## config.mk

```make
export PLATFORM = sky130hd
export DESIGN_NAME = vu_port
export DESIGN_NICKNAME = d
export VERILOG_FILES = /design/src/rtl/vu_pkg.sv /design/src/rtl/vu_port.sv /design/src/rtl/vu_fifo.sv /design/src/rtl/vu_baud.sv
export VERILOG_INCLUDE_DIRS = /design/src /design/src/rtl
export SDC_FILE = /design/constraint.sdc
export NUM_CORES = 1
export LEC_CHECK = 0
export ABC_AREA = 1
export BUFFER_PORTS_ARGS = -buffer_cell sky130_fd_sc_hd__clkbuf_2
export CORE_MARGIN = 4
export CORE_UTILIZATION = 60
export CTS_BUF_LIST = sky130_fd_sc_hd__clkbuf_4 sky130_fd_sc_hd__clkbuf_8 sky130_fd_sc_hd__clkbuf_16
export DETAILED_ROUTE_END_ITERATION = 10
export PLACE_DENSITY = 0.8
export SYNTH_ARGS = -nofsm -noshare
export SYNTH_HDL_FRONTEND = slang
export SYNTH_SLANG_ARGS = --single-unit
```

## constraint.sdc

```tcl
create_clock -name core_clk -period 3.87 [get_ports core_clk]
set_input_delay 0.774 -clock core_clk [delete_from_list [all_inputs] [get_ports core_clk]]
set_output_delay 0.774 -clock core_clk [all_outputs]
set_load 0.1 [all_outputs]
```

## src/rtl/vu_regs.svh

```systemverilog
// Register offsets, field positions, codes and timing counts of the virtual serial port.
`ifndef VU_REGS_SVH
`define VU_REGS_SVH

// ==========================================
// Register offsets
`define VU_ADDR_DATA 3'h0
`define VU_ADDR_IER 3'h1
`define VU_ADDR_IDENT 3'h2
`define VU_ADDR_FMT 3'h3
`define VU_ADDR_HSK 3'h4
`define VU_ADDR_STATUS 3'h5
`define VU_ADDR_MSTAT 3'h6

// ==========================================
// Reset values
`define VU_RST_BYTE 8'h00
`define VU_RST_STATUS 8'h60
// The line idles high and the handshake inputs idle low, so leaving reset shows no change.
`define VU_PIN_IDLE 5'h10

// ==========================================
// Field positions
`define VU_FCR_RX_FLUSH 1
`define VU_FCR_TX_FLUSH 2
`define VU_FCR_READY_MODE 3
`define VU_FCR_TRIG_A 6
`define VU_FCR_TRIG_B 7
`define VU_FMT_STOP 2
`define VU_FMT_PAR_ON 3
`define VU_FMT_EVEN 4
`define VU_FMT_FORCED 5
`define VU_FMT_BREAK 6
`define VU_FMT_DIVISOR_ACCESS_SELECT 7
`define VU_IER_RX 0
`define VU_IER_TX_HOLDING_EMPTY 1
`define VU_IER_LINE 2
`define VU_IER_MODEM 3
`define VU_HSK_DTR 0
`define VU_HSK_RTS 1

// ==========================================
// Identification codes, low nibble; the upper nibble marks FIFO mode
`define VU_ID_FIFO 4'h8
`define VU_ID_NONE 4'h1
`define VU_ID_LINE 4'h6
`define VU_ID_RXDATA 4'h4
`define VU_ID_TIMEOUT 4'hc
`define VU_ID_TX_HOLDING_EMPTY 4'h2
`define VU_ID_MODEM 4'h0

// ==========================================
// Receive trigger levels
`define VU_TRIG_1 5'h01
`define VU_TRIG_4 5'h04
`define VU_TRIG_8 5'h08
`define VU_TRIG_14 5'h0e

// ==========================================
// FIFO geometry and bit timing in oversample ticks
`define VU_FIFO_DEPTH 16
`define VU_PTR_W 4
`define VU_CNT_W 5
`define VU_TICK_HALF 5'h07
`define VU_TICK_LAST 5'h0f
`define VU_STOP_ONE_HALF 5'h17
`define VU_STOP_TWO 5'h1f
`define VU_CHAR_MIN 4'h5
`define VU_TO_SHIFT 6

// ==========================================
// Clock rates; the reference is the 115200 Hz baud clock times 16
`define VU_CORE_CLK_HZ 125000000
`define VU_REF_HZ 115200
`define VU_OVERSAMPLE 16
`define VU_REF_CYCLES (`VU_CORE_CLK_HZ / (`VU_REF_HZ * `VU_OVERSAMPLE))

`endif

```

## src/rtl/vu_pkg.sv

```systemverilog
// Types shared by the virtual serial port modules.
package vu_pkg;

	// ==========================================
	// Receiver and transmitter states
	typedef enum logic [2:0] {
		vu_rx_idle = 3'b000,
		vu_rx_start = 3'b001,
		vu_rx_data = 3'b010,
		vu_rx_par = 3'b011,
		vu_rx_stop = 3'b100,
		vu_rx_wait = 3'b101
	} vu_rx_state_e;

	typedef enum logic [2:0] {
		vu_tx_idle = 3'b000,
		vu_tx_start = 3'b001,
		vu_tx_data = 3'b010,
		vu_tx_par = 3'b011,
		vu_tx_stop = 3'b100
	} vu_tx_state_e;

endpackage

```

## src/rtl/vu_port.sv

```systemverilog
// Virtual serial port: host registers, interrupt priority, line framing and status.
`timescale 1ns/1ps
`include "vu_regs.svh"

module vu_port (
	// Clock and reset
	input wire logic core_clk,
	input wire logic rst_n,
	// Host I/O port
	input wire logic [2:0] host_addr,
	input wire logic host_rd,
	input wire logic host_wr,
	input wire logic [7:0] host_wdata,
	output logic [7:0] host_rdata,
	output logic host_irq,
	// Serial line
	input wire logic serial_rx,
	output logic serial_tx,
	// Handshake inputs and controller pins
	input wire logic cts_pin,
	input wire logic dsr_pin,
	input wire logic ri_pin,
	input wire logic dcd_pin,
	output logic term_ready_pin,
	output logic req_send_pin,
	// Ready indicators, active low
	output logic rx_ready_indicator_n,
	output logic tx_ready_indicator_n
);
	// ==========================================
	// Shared helpers
	function automatic logic [3:0] char_len(input logic [7:0] f);
		return `VU_CHAR_MIN + {2'b00, f[1:0]};
	endfunction

	function automatic logic parity_of(input logic [7:0] d, input logic [7:0] f);
		logic x;
		x = ^(d & (8'hff >> (2'h3 - f[1:0])));
		if (f[`VU_FMT_FORCED]) begin
			return !f[`VU_FMT_EVEN];
		end
		return f[`VU_FMT_EVEN] ? x : !x;
	endfunction

	// ==========================================
	// Registers and decode
	logic [7:0] fmt, ier, hsk, dll, divisor_high;
	logic ready_mode;
	logic [1:0] trig_sel;
	logic divisor_access_select, wr_data, rd_data, rd_status, rd_ident, rd_mstat, wr_ctl;
	logic rx_flush, tx_flush;

	assign divisor_access_select = fmt[`VU_FMT_DIVISOR_ACCESS_SELECT];
	assign wr_data = host_wr && host_addr == `VU_ADDR_DATA && !divisor_access_select;
	assign rd_data = host_rd && host_addr == `VU_ADDR_DATA && !divisor_access_select;
	assign rd_status = host_rd && host_addr == `VU_ADDR_STATUS;
	assign rd_ident = host_rd && host_addr == `VU_ADDR_IDENT;
	assign rd_mstat = host_rd && host_addr == `VU_ADDR_MSTAT;
	assign wr_ctl = host_wr && host_addr == `VU_ADDR_IDENT;
	assign rx_flush = wr_ctl && host_wdata[`VU_FCR_RX_FLUSH];
	assign tx_flush = wr_ctl && host_wdata[`VU_FCR_TX_FLUSH];

	always_ff @(posedge core_clk) begin
		if (!rst_n) begin
			fmt <= `VU_RST_BYTE;
			ier <= `VU_RST_BYTE;
			hsk <= `VU_RST_BYTE;
			dll <= `VU_RST_BYTE;
			divisor_high <= `VU_RST_BYTE;
			ready_mode <= 1'b0;
			trig_sel <= 2'b00;
		end else if (host_wr) begin
			case (host_addr)
				`VU_ADDR_DATA: if (divisor_access_select) begin
					dll <= host_wdata;
				end
				`VU_ADDR_IER: if (divisor_access_select) begin
					divisor_high <= host_wdata;
				end else begin
					ier <= {4'h0, host_wdata[3:0]};
				end
				`VU_ADDR_IDENT: begin
					// The FIFO enable bit is not stored: FIFO mode cannot be left.
					ready_mode <= host_wdata[`VU_FCR_READY_MODE];
					trig_sel <= {host_wdata[`VU_FCR_TRIG_A], host_wdata[`VU_FCR_TRIG_B]};
				end
				`VU_ADDR_FMT: fmt <= host_wdata;
				`VU_ADDR_HSK: hsk <= {6'h00, host_wdata[1:0]};
				default: ;
			endcase
		end
	end

	// ==========================================
	// Pin synchronisers: line, cts, dsr, ri, dcd
	logic [4:0] pin_meta, pin_sync, pin_prev;
	logic [3:0] delta;
	logic rx_line;

	assign rx_line = pin_sync[4];

	always_ff @(posedge core_clk) begin
		if (!rst_n) begin
			pin_meta <= `VU_PIN_IDLE;
			pin_sync <= `VU_PIN_IDLE;
			pin_prev <= `VU_PIN_IDLE;
		end else begin
			pin_meta <= {serial_rx, cts_pin, dsr_pin, ri_pin, dcd_pin};
			pin_sync <= pin_meta;
			pin_prev <= pin_sync;
		end
	end

	// Change bits: cts, dsr, ri rising, dcd; a change in the read cycle survives.
	always_ff @(posedge core_clk) begin
		if (!rst_n) begin
			delta <= 4'h0;
		end else begin
			delta <= (rd_mstat ? 4'h0 : delta) | {
				pin_sync[0] ^ pin_prev[0],
				pin_sync[1] & !pin_prev[1],
				pin_sync[2] ^ pin_prev[2],
				pin_sync[3] ^ pin_prev[3]};
		end
	end

	// ==========================================
	// Baud generator and FIFOs
	logic tick16;
	logic rx_push;
	logic [10:0] rx_word, rx_head;
	logic [`VU_CNT_W-1:0] rx_count, tx_count;
	logic rx_full, rx_empty, tx_full, tx_empty, tx_pop;
	logic [7:0] tx_head;

	vu_baud u_baud (
		.core_clk(core_clk),
		.rst_n(rst_n),
		.divisor({divisor_high, dll}),
		.tick16(tick16)
	);

	vu_fifo #(.WIDTH(11)) u_rx_fifo (
		.core_clk(core_clk),
		.rst_n(rst_n),
		.push(rx_push),
		.pop(rd_data),
		.flush(rx_flush),
		.din(rx_word),
		.dout(rx_head),
		.count(rx_count),
		.full(rx_full),
		.empty(rx_empty)
	);

	vu_fifo #(.WIDTH(8)) u_tx_fifo (
		.core_clk(core_clk),
		.rst_n(rst_n),
		.push(wr_data),
		.pop(tx_pop),
		.flush(tx_flush),
		.din(host_wdata),
		.dout(tx_head),
		.count(tx_count),
		.full(tx_full),
		.empty(tx_empty)
	);

	// ==========================================
	// Receiver
	vu_pkg::vu_rx_state_e rx_st;
	logic [4:0] rx_tick;
	logic [2:0] rx_bit;
	logic [7:0] rx_shift;
	logic rx_par_bad, rx_any_high, rx_brk;

	assign rx_brk = !rx_any_high && !rx_line;

	always_ff @(posedge core_clk) begin
		if (!rst_n) begin
			rx_st <= vu_pkg::vu_rx_idle;
			rx_tick <= '0;
			rx_bit <= '0;
			rx_shift <= '0;
			rx_par_bad <= 1'b0;
			rx_any_high <= 1'b0;
			rx_push <= 1'b0;
			rx_word <= '0;
		end else begin
			rx_push <= 1'b0;
			if (tick16 && rx_st != vu_pkg::vu_rx_idle) begin
				rx_tick <= rx_tick + 5'h01;
			end
			case (rx_st)
				vu_pkg::vu_rx_idle: if (!rx_line) begin
					rx_st <= vu_pkg::vu_rx_start;
					rx_tick <= '0;
				end
				vu_pkg::vu_rx_start: if (tick16 && rx_tick == `VU_TICK_HALF) begin
					rx_tick <= '0;
					rx_bit <= '0;
					rx_shift <= '0;
					rx_par_bad <= 1'b0;
					rx_any_high <= 1'b0;
					rx_st <= rx_line ? vu_pkg::vu_rx_idle : vu_pkg::vu_rx_data;
				end
				vu_pkg::vu_rx_data: if (tick16 && rx_tick == `VU_TICK_LAST) begin
					rx_tick <= '0;
					rx_shift[rx_bit] <= rx_line;
					rx_any_high <= rx_any_high | rx_line;
					rx_bit <= rx_bit + 3'h1;
					if (rx_bit == 3'(char_len(fmt) - 4'h1)) begin
						rx_st <= fmt[`VU_FMT_PAR_ON] ? vu_pkg::vu_rx_par : vu_pkg::vu_rx_stop;
					end
				end
				vu_pkg::vu_rx_par: if (tick16 && rx_tick == `VU_TICK_LAST) begin
					rx_tick <= '0;
					rx_par_bad <= rx_line != parity_of(rx_shift, fmt);
					rx_any_high <= rx_any_high | rx_line;
					rx_st <= vu_pkg::vu_rx_stop;
				end
				vu_pkg::vu_rx_stop: if (tick16 && rx_tick == `VU_TICK_LAST) begin
					// Only the first stop bit is looked at; a frame low end to end is a break.
					rx_push <= 1'b1;
					rx_word <= {rx_brk, !rx_line && !rx_brk, rx_par_bad, rx_shift};
					rx_st <= rx_brk ? vu_pkg::vu_rx_wait : vu_pkg::vu_rx_idle;
				end
				vu_pkg::vu_rx_wait: if (rx_line) begin
					rx_st <= vu_pkg::vu_rx_idle;
				end
				default: rx_st <= vu_pkg::vu_rx_idle;
			endcase
		end
	end

	// ==========================================
	// Receive status: head errors are caught when a character reaches the head
	logic head_load, overrun;
	logic [2:0] head_err;
	logic [`VU_CNT_W-1:0] err_cnt;
	logic err_in, err_out;

	assign err_in = rx_push && |rx_word[10:8] && (!rx_full || rd_data);
	assign err_out = rd_data && !rx_empty && |rx_head[10:8];

	always_ff @(posedge core_clk) begin
		if (!rst_n) begin
			head_load <= 1'b0;
			head_err <= 3'h0;
			overrun <= 1'b0;
		end else begin
			head_load <= (rd_data && rx_count > `VU_CNT_W'(1)) || (rx_push && rx_empty);
			head_err <= (rd_status ? 3'h0 : head_err) |
				(head_load && !rx_flush ? rx_head[10:8] : 3'h0);
			// The arriving character is dropped; the stored ones stay intact.
			overrun <= (rd_status ? 1'b0 : overrun) | (rx_push && rx_full && !rd_data);
		end
	end

	always_ff @(posedge core_clk) begin
		if (!rst_n || rx_flush) begin
			err_cnt <= '0;
		end else if (err_in && !err_out) begin
			err_cnt <= err_cnt + `VU_CNT_W'(1);
		end else if (err_out && !err_in) begin
			err_cnt <= err_cnt - `VU_CNT_W'(1);
		end
	end

	// ==========================================
	// Character timeout in oversample ticks
	logic [9:0] to_cnt, to_limit;
	logic to_hit;
	logic [3:0] frame_bits;

	assign frame_bits = char_len(fmt) + {3'h0, fmt[`VU_FMT_PAR_ON]} + 4'h2;
	assign to_limit = {frame_bits, 6'h00};
	assign to_hit = (to_cnt == to_limit) && !rx_empty;

	always_ff @(posedge core_clk) begin
		if (!rst_n || rx_push || rd_data || rx_flush) begin
			to_cnt <= '0;
		end else if (tick16 && !rx_empty && to_cnt != to_limit) begin
			to_cnt <= to_cnt + 10'h001;
		end
	end

	// ==========================================
	// Transmitter
	vu_pkg::vu_tx_state_e tx_st;
	logic [4:0] tx_tick, stop_last;
	logic [2:0] tx_bit;
	logic [7:0] tx_shift;
	logic tx_line, tx_idle;

	assign tx_idle = (tx_st == vu_pkg::vu_tx_idle);
	assign tx_pop = tx_idle && !tx_empty;
	assign stop_last = !fmt[`VU_FMT_STOP] ? `VU_TICK_LAST :
		(fmt[1:0] == 2'b00 ? `VU_STOP_ONE_HALF : `VU_STOP_TWO);

	always_ff @(posedge core_clk) begin
		if (!rst_n) begin
			tx_st <= vu_pkg::vu_tx_idle;
			tx_tick <= '0;
			tx_bit <= '0;
			tx_shift <= '0;
			tx_line <= 1'b1;
		end else begin
			if (tick16 && !tx_idle) begin
				tx_tick <= tx_tick + 5'h01;
			end
			case (tx_st)
				vu_pkg::vu_tx_idle: if (tx_pop) begin
					tx_shift <= tx_head;
					tx_tick <= '0;
					tx_line <= 1'b0;
					tx_st <= vu_pkg::vu_tx_start;
				end
				vu_pkg::vu_tx_start: if (tick16 && tx_tick == `VU_TICK_LAST) begin
					tx_tick <= '0;
					tx_bit <= '0;
					tx_line <= tx_shift[0];
					tx_st <= vu_pkg::vu_tx_data;
				end
				vu_pkg::vu_tx_data: if (tick16 && tx_tick == `VU_TICK_LAST) begin
					tx_tick <= '0;
					tx_bit <= tx_bit + 3'h1;
					if (tx_bit == 3'(char_len(fmt) - 4'h1)) begin
						tx_line <= fmt[`VU_FMT_PAR_ON] ? parity_of(tx_shift, fmt) : 1'b1;
						tx_st <= fmt[`VU_FMT_PAR_ON] ? vu_pkg::vu_tx_par : vu_pkg::vu_tx_stop;
					end else begin
						tx_line <= tx_shift[tx_bit + 3'h1];
					end
				end
				vu_pkg::vu_tx_par: if (tick16 && tx_tick == `VU_TICK_LAST) begin
					tx_tick <= '0;
					tx_line <= 1'b1;
					tx_st <= vu_pkg::vu_tx_stop;
				end
				vu_pkg::vu_tx_stop: if (tick16 && tx_tick == stop_last) begin
					tx_st <= vu_pkg::vu_tx_idle;
				end
				default: tx_st <= vu_pkg::vu_tx_idle;
			endcase
		end
	end

	// ==========================================
	// Holding-empty interrupt flag; a new empty edge beats a clear in the same cycle
	logic tx_empty_q, tx_holding_empty_flag;
	logic [3:0] ident;

	always_ff @(posedge core_clk) begin
		if (!rst_n) begin
			tx_empty_q <= 1'b1;
			tx_holding_empty_flag <= 1'b0;
		end else begin
			tx_empty_q <= tx_empty;
			tx_holding_empty_flag <= (tx_holding_empty_flag && !wr_data && !(rd_ident && ident == `VU_ID_TX_HOLDING_EMPTY)) ||
				(tx_empty && !tx_empty_q) ||
				(host_wr && host_addr == `VU_ADDR_IER && !divisor_access_select &&
				host_wdata[`VU_IER_TX_HOLDING_EMPTY] && !ier[`VU_IER_TX_HOLDING_EMPTY] && tx_empty);
		end
	end

	// ==========================================
	// Interrupt priority
	logic [4:0] trig_level;
	logic src_line, src_data, src_timeout, src_tx_holding_empty, src_modem;

	always_comb begin
		case (trig_sel)
			2'b00: trig_level = `VU_TRIG_1;
			2'b01: trig_level = `VU_TRIG_4;
			2'b10: trig_level = `VU_TRIG_8;
			default: trig_level = `VU_TRIG_14;
		endcase
	end

	assign src_line = ier[`VU_IER_LINE] && (overrun || |head_err);
	assign src_data = ier[`VU_IER_RX] && rx_count >= trig_level;
	assign src_timeout = ier[`VU_IER_RX] && to_hit;
	assign src_tx_holding_empty = ier[`VU_IER_TX_HOLDING_EMPTY] && tx_holding_empty_flag && tx_empty;
	assign src_modem = ier[`VU_IER_MODEM] && |delta;

	always_comb begin
		if (src_line) begin
			ident = `VU_ID_LINE;
		end else if (src_data) begin
			ident = `VU_ID_RXDATA;
		end else if (src_timeout) begin
			ident = `VU_ID_TIMEOUT;
		end else if (src_tx_holding_empty) begin
			ident = `VU_ID_TX_HOLDING_EMPTY;
		end else if (src_modem) begin
			ident = `VU_ID_MODEM;
		end else begin
			ident = `VU_ID_NONE;
		end
	end

	// ==========================================
	// Read data and registered outputs
	logic [7:0] status;

	assign status = {(err_cnt != '0) || |head_err,
		tx_empty && tx_idle,
		tx_empty,
		head_err, overrun,
		!rx_empty};

	always_ff @(posedge core_clk) begin
		if (!rst_n) begin
			host_rdata <= `VU_RST_BYTE;
		end else if (host_rd) begin
			case (host_addr)
				`VU_ADDR_DATA: host_rdata <= divisor_access_select ? dll : rx_head[7:0];
				`VU_ADDR_IER: host_rdata <= divisor_access_select ? divisor_high : ier;
				`VU_ADDR_IDENT: host_rdata <= {`VU_ID_FIFO, ident};
				`VU_ADDR_HSK: host_rdata <= hsk;
				`VU_ADDR_STATUS: host_rdata <= status;
				`VU_ADDR_MSTAT: host_rdata <= {pin_sync[0], pin_sync[1], pin_sync[2],
					pin_sync[3], delta};
				default: host_rdata <= `VU_RST_BYTE;
			endcase
		end
	end

	always_ff @(posedge core_clk) begin
		if (!rst_n) begin
			host_irq <= 1'b0;
			serial_tx <= 1'b1;
			term_ready_pin <= 1'b1;
			req_send_pin <= 1'b1;
			rx_ready_indicator_n <= 1'b1;
			tx_ready_indicator_n <= 1'b1;
		end else begin
			host_irq <= (ident != `VU_ID_NONE);
			serial_tx <= tx_line && !fmt[`VU_FMT_BREAK];
			term_ready_pin <= !hsk[`VU_HSK_DTR];
			req_send_pin <= !hsk[`VU_HSK_RTS];
			// Mode one waits for the trigger level or a timeout; mode zero for any byte.
			rx_ready_indicator_n <= ready_mode ? !(rx_count >= trig_level || to_hit) : rx_empty;
			tx_ready_indicator_n <= ready_mode ? tx_full : !tx_empty;
		end
	end
endmodule

```

## src/rtl/vu_fifo.sv

```systemverilog
// Sixteen-entry synchronous FIFO with flush, head word shown without a pop.
`timescale 1ns/1ps
`include "vu_regs.svh"

module vu_fifo #(
	parameter int WIDTH = 8
) (
	// Clock and reset
	input wire logic core_clk,
	input wire logic rst_n,
	// Fill and drain
	input wire logic push,
	input wire logic pop,
	input wire logic flush,
	input wire logic [WIDTH-1:0] din,
	output logic [WIDTH-1:0] dout,
	// Level
	output logic [`VU_CNT_W-1:0] count,
	output logic full,
	output logic empty
);
	logic [WIDTH-1:0] mem [`VU_FIFO_DEPTH];
	logic [`VU_PTR_W-1:0] wr_ptr;
	logic [`VU_PTR_W-1:0] rd_ptr;
	logic push_ok;
	logic pop_ok;

	assign empty = (count == '0);
	assign full = (count == `VU_CNT_W'(`VU_FIFO_DEPTH));
	assign pop_ok = pop & !empty;
	// A push into a full FIFO is only taken when a pop frees a slot in the same cycle.
	assign push_ok = push & (!full | pop_ok);
	assign dout = mem[rd_ptr];

	always_ff @(posedge core_clk) begin
		if (push_ok) begin
			mem[wr_ptr] <= din;
		end
	end

	always_ff @(posedge core_clk) begin
		if (!rst_n || flush) begin
			wr_ptr <= '0;
			rd_ptr <= '0;
			count <= '0;
		end else begin
			if (push_ok) begin
				wr_ptr <= wr_ptr + `VU_PTR_W'(1);
			end
			if (pop_ok) begin
				rd_ptr <= rd_ptr + `VU_PTR_W'(1);
			end
			if (push_ok && !pop_ok) begin
				count <= count + `VU_CNT_W'(1);
			end else if (pop_ok && !push_ok) begin
				count <= count - `VU_CNT_W'(1);
			end
		end
	end
endmodule

```

## src/rtl/vu_baud.sv

```systemverilog
// Baud generator: 16x oversample enable pulse from the divisor latches.
`timescale 1ns/1ps
`include "vu_regs.svh"

module vu_baud (
	// Clock and reset
	input wire logic core_clk,
	input wire logic rst_n,
	// Divisor and enable out
	input wire logic [15:0] divisor,
	output logic tick16
);
	localparam logic [6:0] REF_LAST = 7'(`VU_REF_CYCLES - 1);
	logic [6:0] ref_cnt;
	logic [15:0] div_cnt;
	logic ref_tick;

	assign ref_tick = (ref_cnt == REF_LAST);

	always_ff @(posedge core_clk) begin
		if (!rst_n) begin
			ref_cnt <= '0;
		end else if (ref_tick) begin
			ref_cnt <= '0;
		end else begin
			ref_cnt <= ref_cnt + 7'h01;
		end
	end

	// A divisor of zero stops the line rather than dividing by 65536.
	always_ff @(posedge core_clk) begin
		if (!rst_n) begin
			div_cnt <= '0;
			tick16 <= 1'b0;
		end else begin
			tick16 <= 1'b0;
			if (ref_tick && divisor != 16'h0000) begin
				if (div_cnt >= divisor - 16'h0001) begin
					div_cnt <= '0;
					tick16 <= 1'b1;
				end else begin
					div_cnt <= div_cnt + 16'h0001;
				end
			end
		end
	end
endmodule

```

==> impl_metrics.json <==
{
  "status": "completed",
  "ir_drop_mv": 0.5525,
  "cellPowerDensity_nw_per_um2": 497.5,
  "drc": 0,
  "cpLargestDelayFamily": "compound AO/OA/AOI/OAI gates",
  "grt_pass1_vias": 16290,
  "timing.critical_path.buf_inv": 2,
  "multi_input_area_um2": 8082,
  "grt_max_degree": 75,
  "required_ns": 4.37,
  "portBuffers": 33,
  "grt_setup_unrepaired": "no",
  "setup-tns-final_ns": 0,
  "die_area_um2": 40280,
  "slowest_delay_ns": 0.74,
  "hpwl_um": 35180,
  "final_common_cell": "nand2_1",
  "drt-total-wl_um": 53090,
  "whs_ns": 0.3482,
  "drive_above_1_share_pct": 9.186,
  "place_congestion": 0.9515,
  "num_rows": 70,
  "overflow": 0,
  "clk_latency_ns": 0.62,
  "postCtsResizedCells": 0,
  "crit_type": "reg2reg",
  "antenna_found_initial": 0,
  "core_area_um2": 36610,
  "start_util_pct": 60.85,
  "crit_chain": "buf_4 -> o221ai_1 -> o211ai_1 -> nand2_1 -> o31ai_1 -> ha_1 -> inv_1 -> fa_1 -> a21o_1 -> a21oi_1 -> nor2_1 -> nor2_1 -> nand2_1 -> o21ai_0 -> a21oi_1",
  "area_growth_pct": 10.24,
  "final_cells": 2863,
  "cts_root_buffer": "clkbuf_16",
  "grt_pass1_wl_um": 84610,
  "final_cell_mix": "nand2_1, nor2_1, edfxtp_1",
  "cts.clk_slew.worst_paths_ns": 0.06,
  "syn_avg_cell_area_um2": 9.602,
  "yosysWarningCount": 0,
  "skew_ns": 0.05778,
  "fillers": 2697,
  "relSlewSlack_pct": 31.33,
  "critPathArrivalTime_ns": 3.85,
  "syn_inst": 2320,
  "vias": 17020,
  "htreeDepth": 2,
  "ys_seq_area_share_pct": 58.41,
  "hold_violations": 0,
  "numCtsBuffers": 49,
  "setup_viol": 0,
  "cts_setup_buffers": 0,
  "cts.sinks": 498,
  "worst_pin_slew_ns": 1.029,
  "dpl.cell_count": 2772,
  "seqCellArea_um2": 13020,
  "syn_nets": 2403,
  "final-max-slew-violation-count": 0,
  "cts_hold_buf": 0,
  "period_needed_ns": 3.356,
  "pin_count": 34,
  "period_share_pct": 86.72,
  "grtUsageTotal_pct": 25.83,
  "leakagePower_nw": 9.493,
  "drt_iter0_markers": 1817,
  "dieHeight_um": 200.7,
  "fp.dieW_um": 200.7,
  "clk_path_buf_depth": 3,
  "cap_violations": 0,
  "num-nets-final": 2438,
  "crit_path_start_kind": "flip-flop",
  "synth_seq_cells": 498,
  "viasPerCell": 5.944,
  "cp_max_fo": 14,
  "antenna_cells": 0,
  "cts_tree": "done",
  "end_kind": "flip-flop",
  "synth_cell_types": 57,
  "dr.pass1.iters": 6,
  "worst_path_max_delay_cell": "dfxtp_1",
  "fmax_mhz": 298.0,
  "ant_nets": 0,
  "hold_class": "in2reg",
  "syn_area_um2": 22280,
  "post_drt_wl_per_cell_um": 18.54
}
## state kept, by name (all words and copies together), names as in the netlist, 7 cells and up, named ones only
register        count
divisor_high        8
dll                 8
fmt                 8
host_rdata          8
rx_shift            8
rx_word            11
to_cnt             10
tx_shift            8
u_baud.div_cnt     16
u_baud.ref_cnt      7
u_rx_fifo.mem     176
u_tx_fifo.mem     128
## synth_stat cells, drive strengths merged
| cell type | instances | area (µm²) |
|---|---|---|
| nor3b | 5 | 42.54 |
| buf | 41 | 245.2 |
| o21a | 2 | 15.01 |
| inv | 202 | 760.7 |
| a21o | 3 | 22.52 |
| o211ai | 33 | 247.7 |
| o41ai | 1 | 16.27 |
| o22ai | 25 | 156.4 |
| ha | 61 | 763.2 |
| a32oi | 1 | 8.760 |
| fa | 2 | 40.04 |
| nor2 | 314 | 1206 |
| o2111ai | 2 | 17.52 |
| a221oi | 4 | 35.03 |
| and3 | 1 | 6.260 |
| nor4 | 9 | 98.84 |
| and2 | 1 | 6.260 |
| o221ai | 33 | 289.0 |
| clkbuf | 44 | 165.2 |
| nor3 | 31 | 219.0 |
| xor2 | 33 | 289.0 |
| o21ai | 221 | 1110 |
| a21oi | 142 | 729.5 |
| a211oi | 10 | 75.07 |
| o21bai | 1 | 7.510 |
| nand4 | 29 | 181.4 |
| or2 | 9 | 56.30 |
| o31ai | 4 | 30.03 |
| a31oi | 1 | 6.260 |
| o311a | 1 | 10.01 |
| dfxtp | 194 | 3884 |
| nand3 | 125 | 635.6 |
| clkinv | 2 | 12.51 |
| edfxtp | 304 | 9129 |
| nand2 | 412 | 1612 |
| xnor2 | 17 | 148.9 |
## worst paths after layout
check                    from          end  slack, ns  depth (start not counted)
setup / recovery    flip-flop   err_cnt[4]       0.51                         15
hold / removal        cts_pin  pin_meta[3]       0.35                          3
setup reg to reg    flip-flop   err_cnt[4]       0.51                         15
hold reg to reg   pin_meta[4]  pin_sync[4]       0.41                          1
## per-stage QoR
step / power (mW) / worst slack (ns) / area [µm²] / utilization (%)
6_report: 12.22 / 0.5138 / 24560 / 67.08
5_1_grt: 12.72 / 0.2005 / 24560 / 67.08
4_1_cts: 12.24 / 0.5990 / 24560 / 67.08
3_5_place_dp: 7.507 / 0.4393 / 22890 / 62.53
3_3_place_gp: 7.449 / 0.5010 / 22890 / 62.53
2_1_floorplan: 7.092 / 0.9095 / 22280 / -
## metal layers
layer / share of wire [%] / vias up / GRT usage [%]
met2: 48 / 803 / 44.00
met3: 9.0 / 150 / 4.798
met1: 39 / 7998 / 33.78
met5: 0 / - / 0
li1: - / 8067 / -
met4: 3.1 / 0 / 8.382
## worst min-delay path, delay by kind of cell
family / cells / cell delay [ns]
AND/OR/NAND/NOR: 1 / 0.04
buffers and inverters: 2 / 0.11
## final cells by class
type                            instances  share of cell area [%]
Multi-Input combinational cell       1533                   32.91
Inverter                              204                   3.149
Clock buffer                           72                   6.047
Tap cell                              468                   2.384
Clock inverter                         19                  0.7438
Timing Repair Buffer                   69                   1.773
Sequential cell                       498                   53.00
## where the power goes
part | total (mW) | leakage, nW | internal, mW | switching (mW)
combinational | 1.60 | 4.30 | 0.467 | 1.13
sequential | 5.83 | 4.36 | 5.72 | 0.116
clock | 4.78 | 0.840 | 2.76 | 2.03
## logic make-up after synthesis
logic type,synth area share [%]
flip-flops,58.41
AND/OR/NAND/NOR,18.24
buffers and inverters,5.313
XOR/XNOR,1.966
AO/OA/AOI/OAI,12.46
adder cells (fa/ha/maj),3.606
No activity file was read; power rests on OpenSTA's default activity.
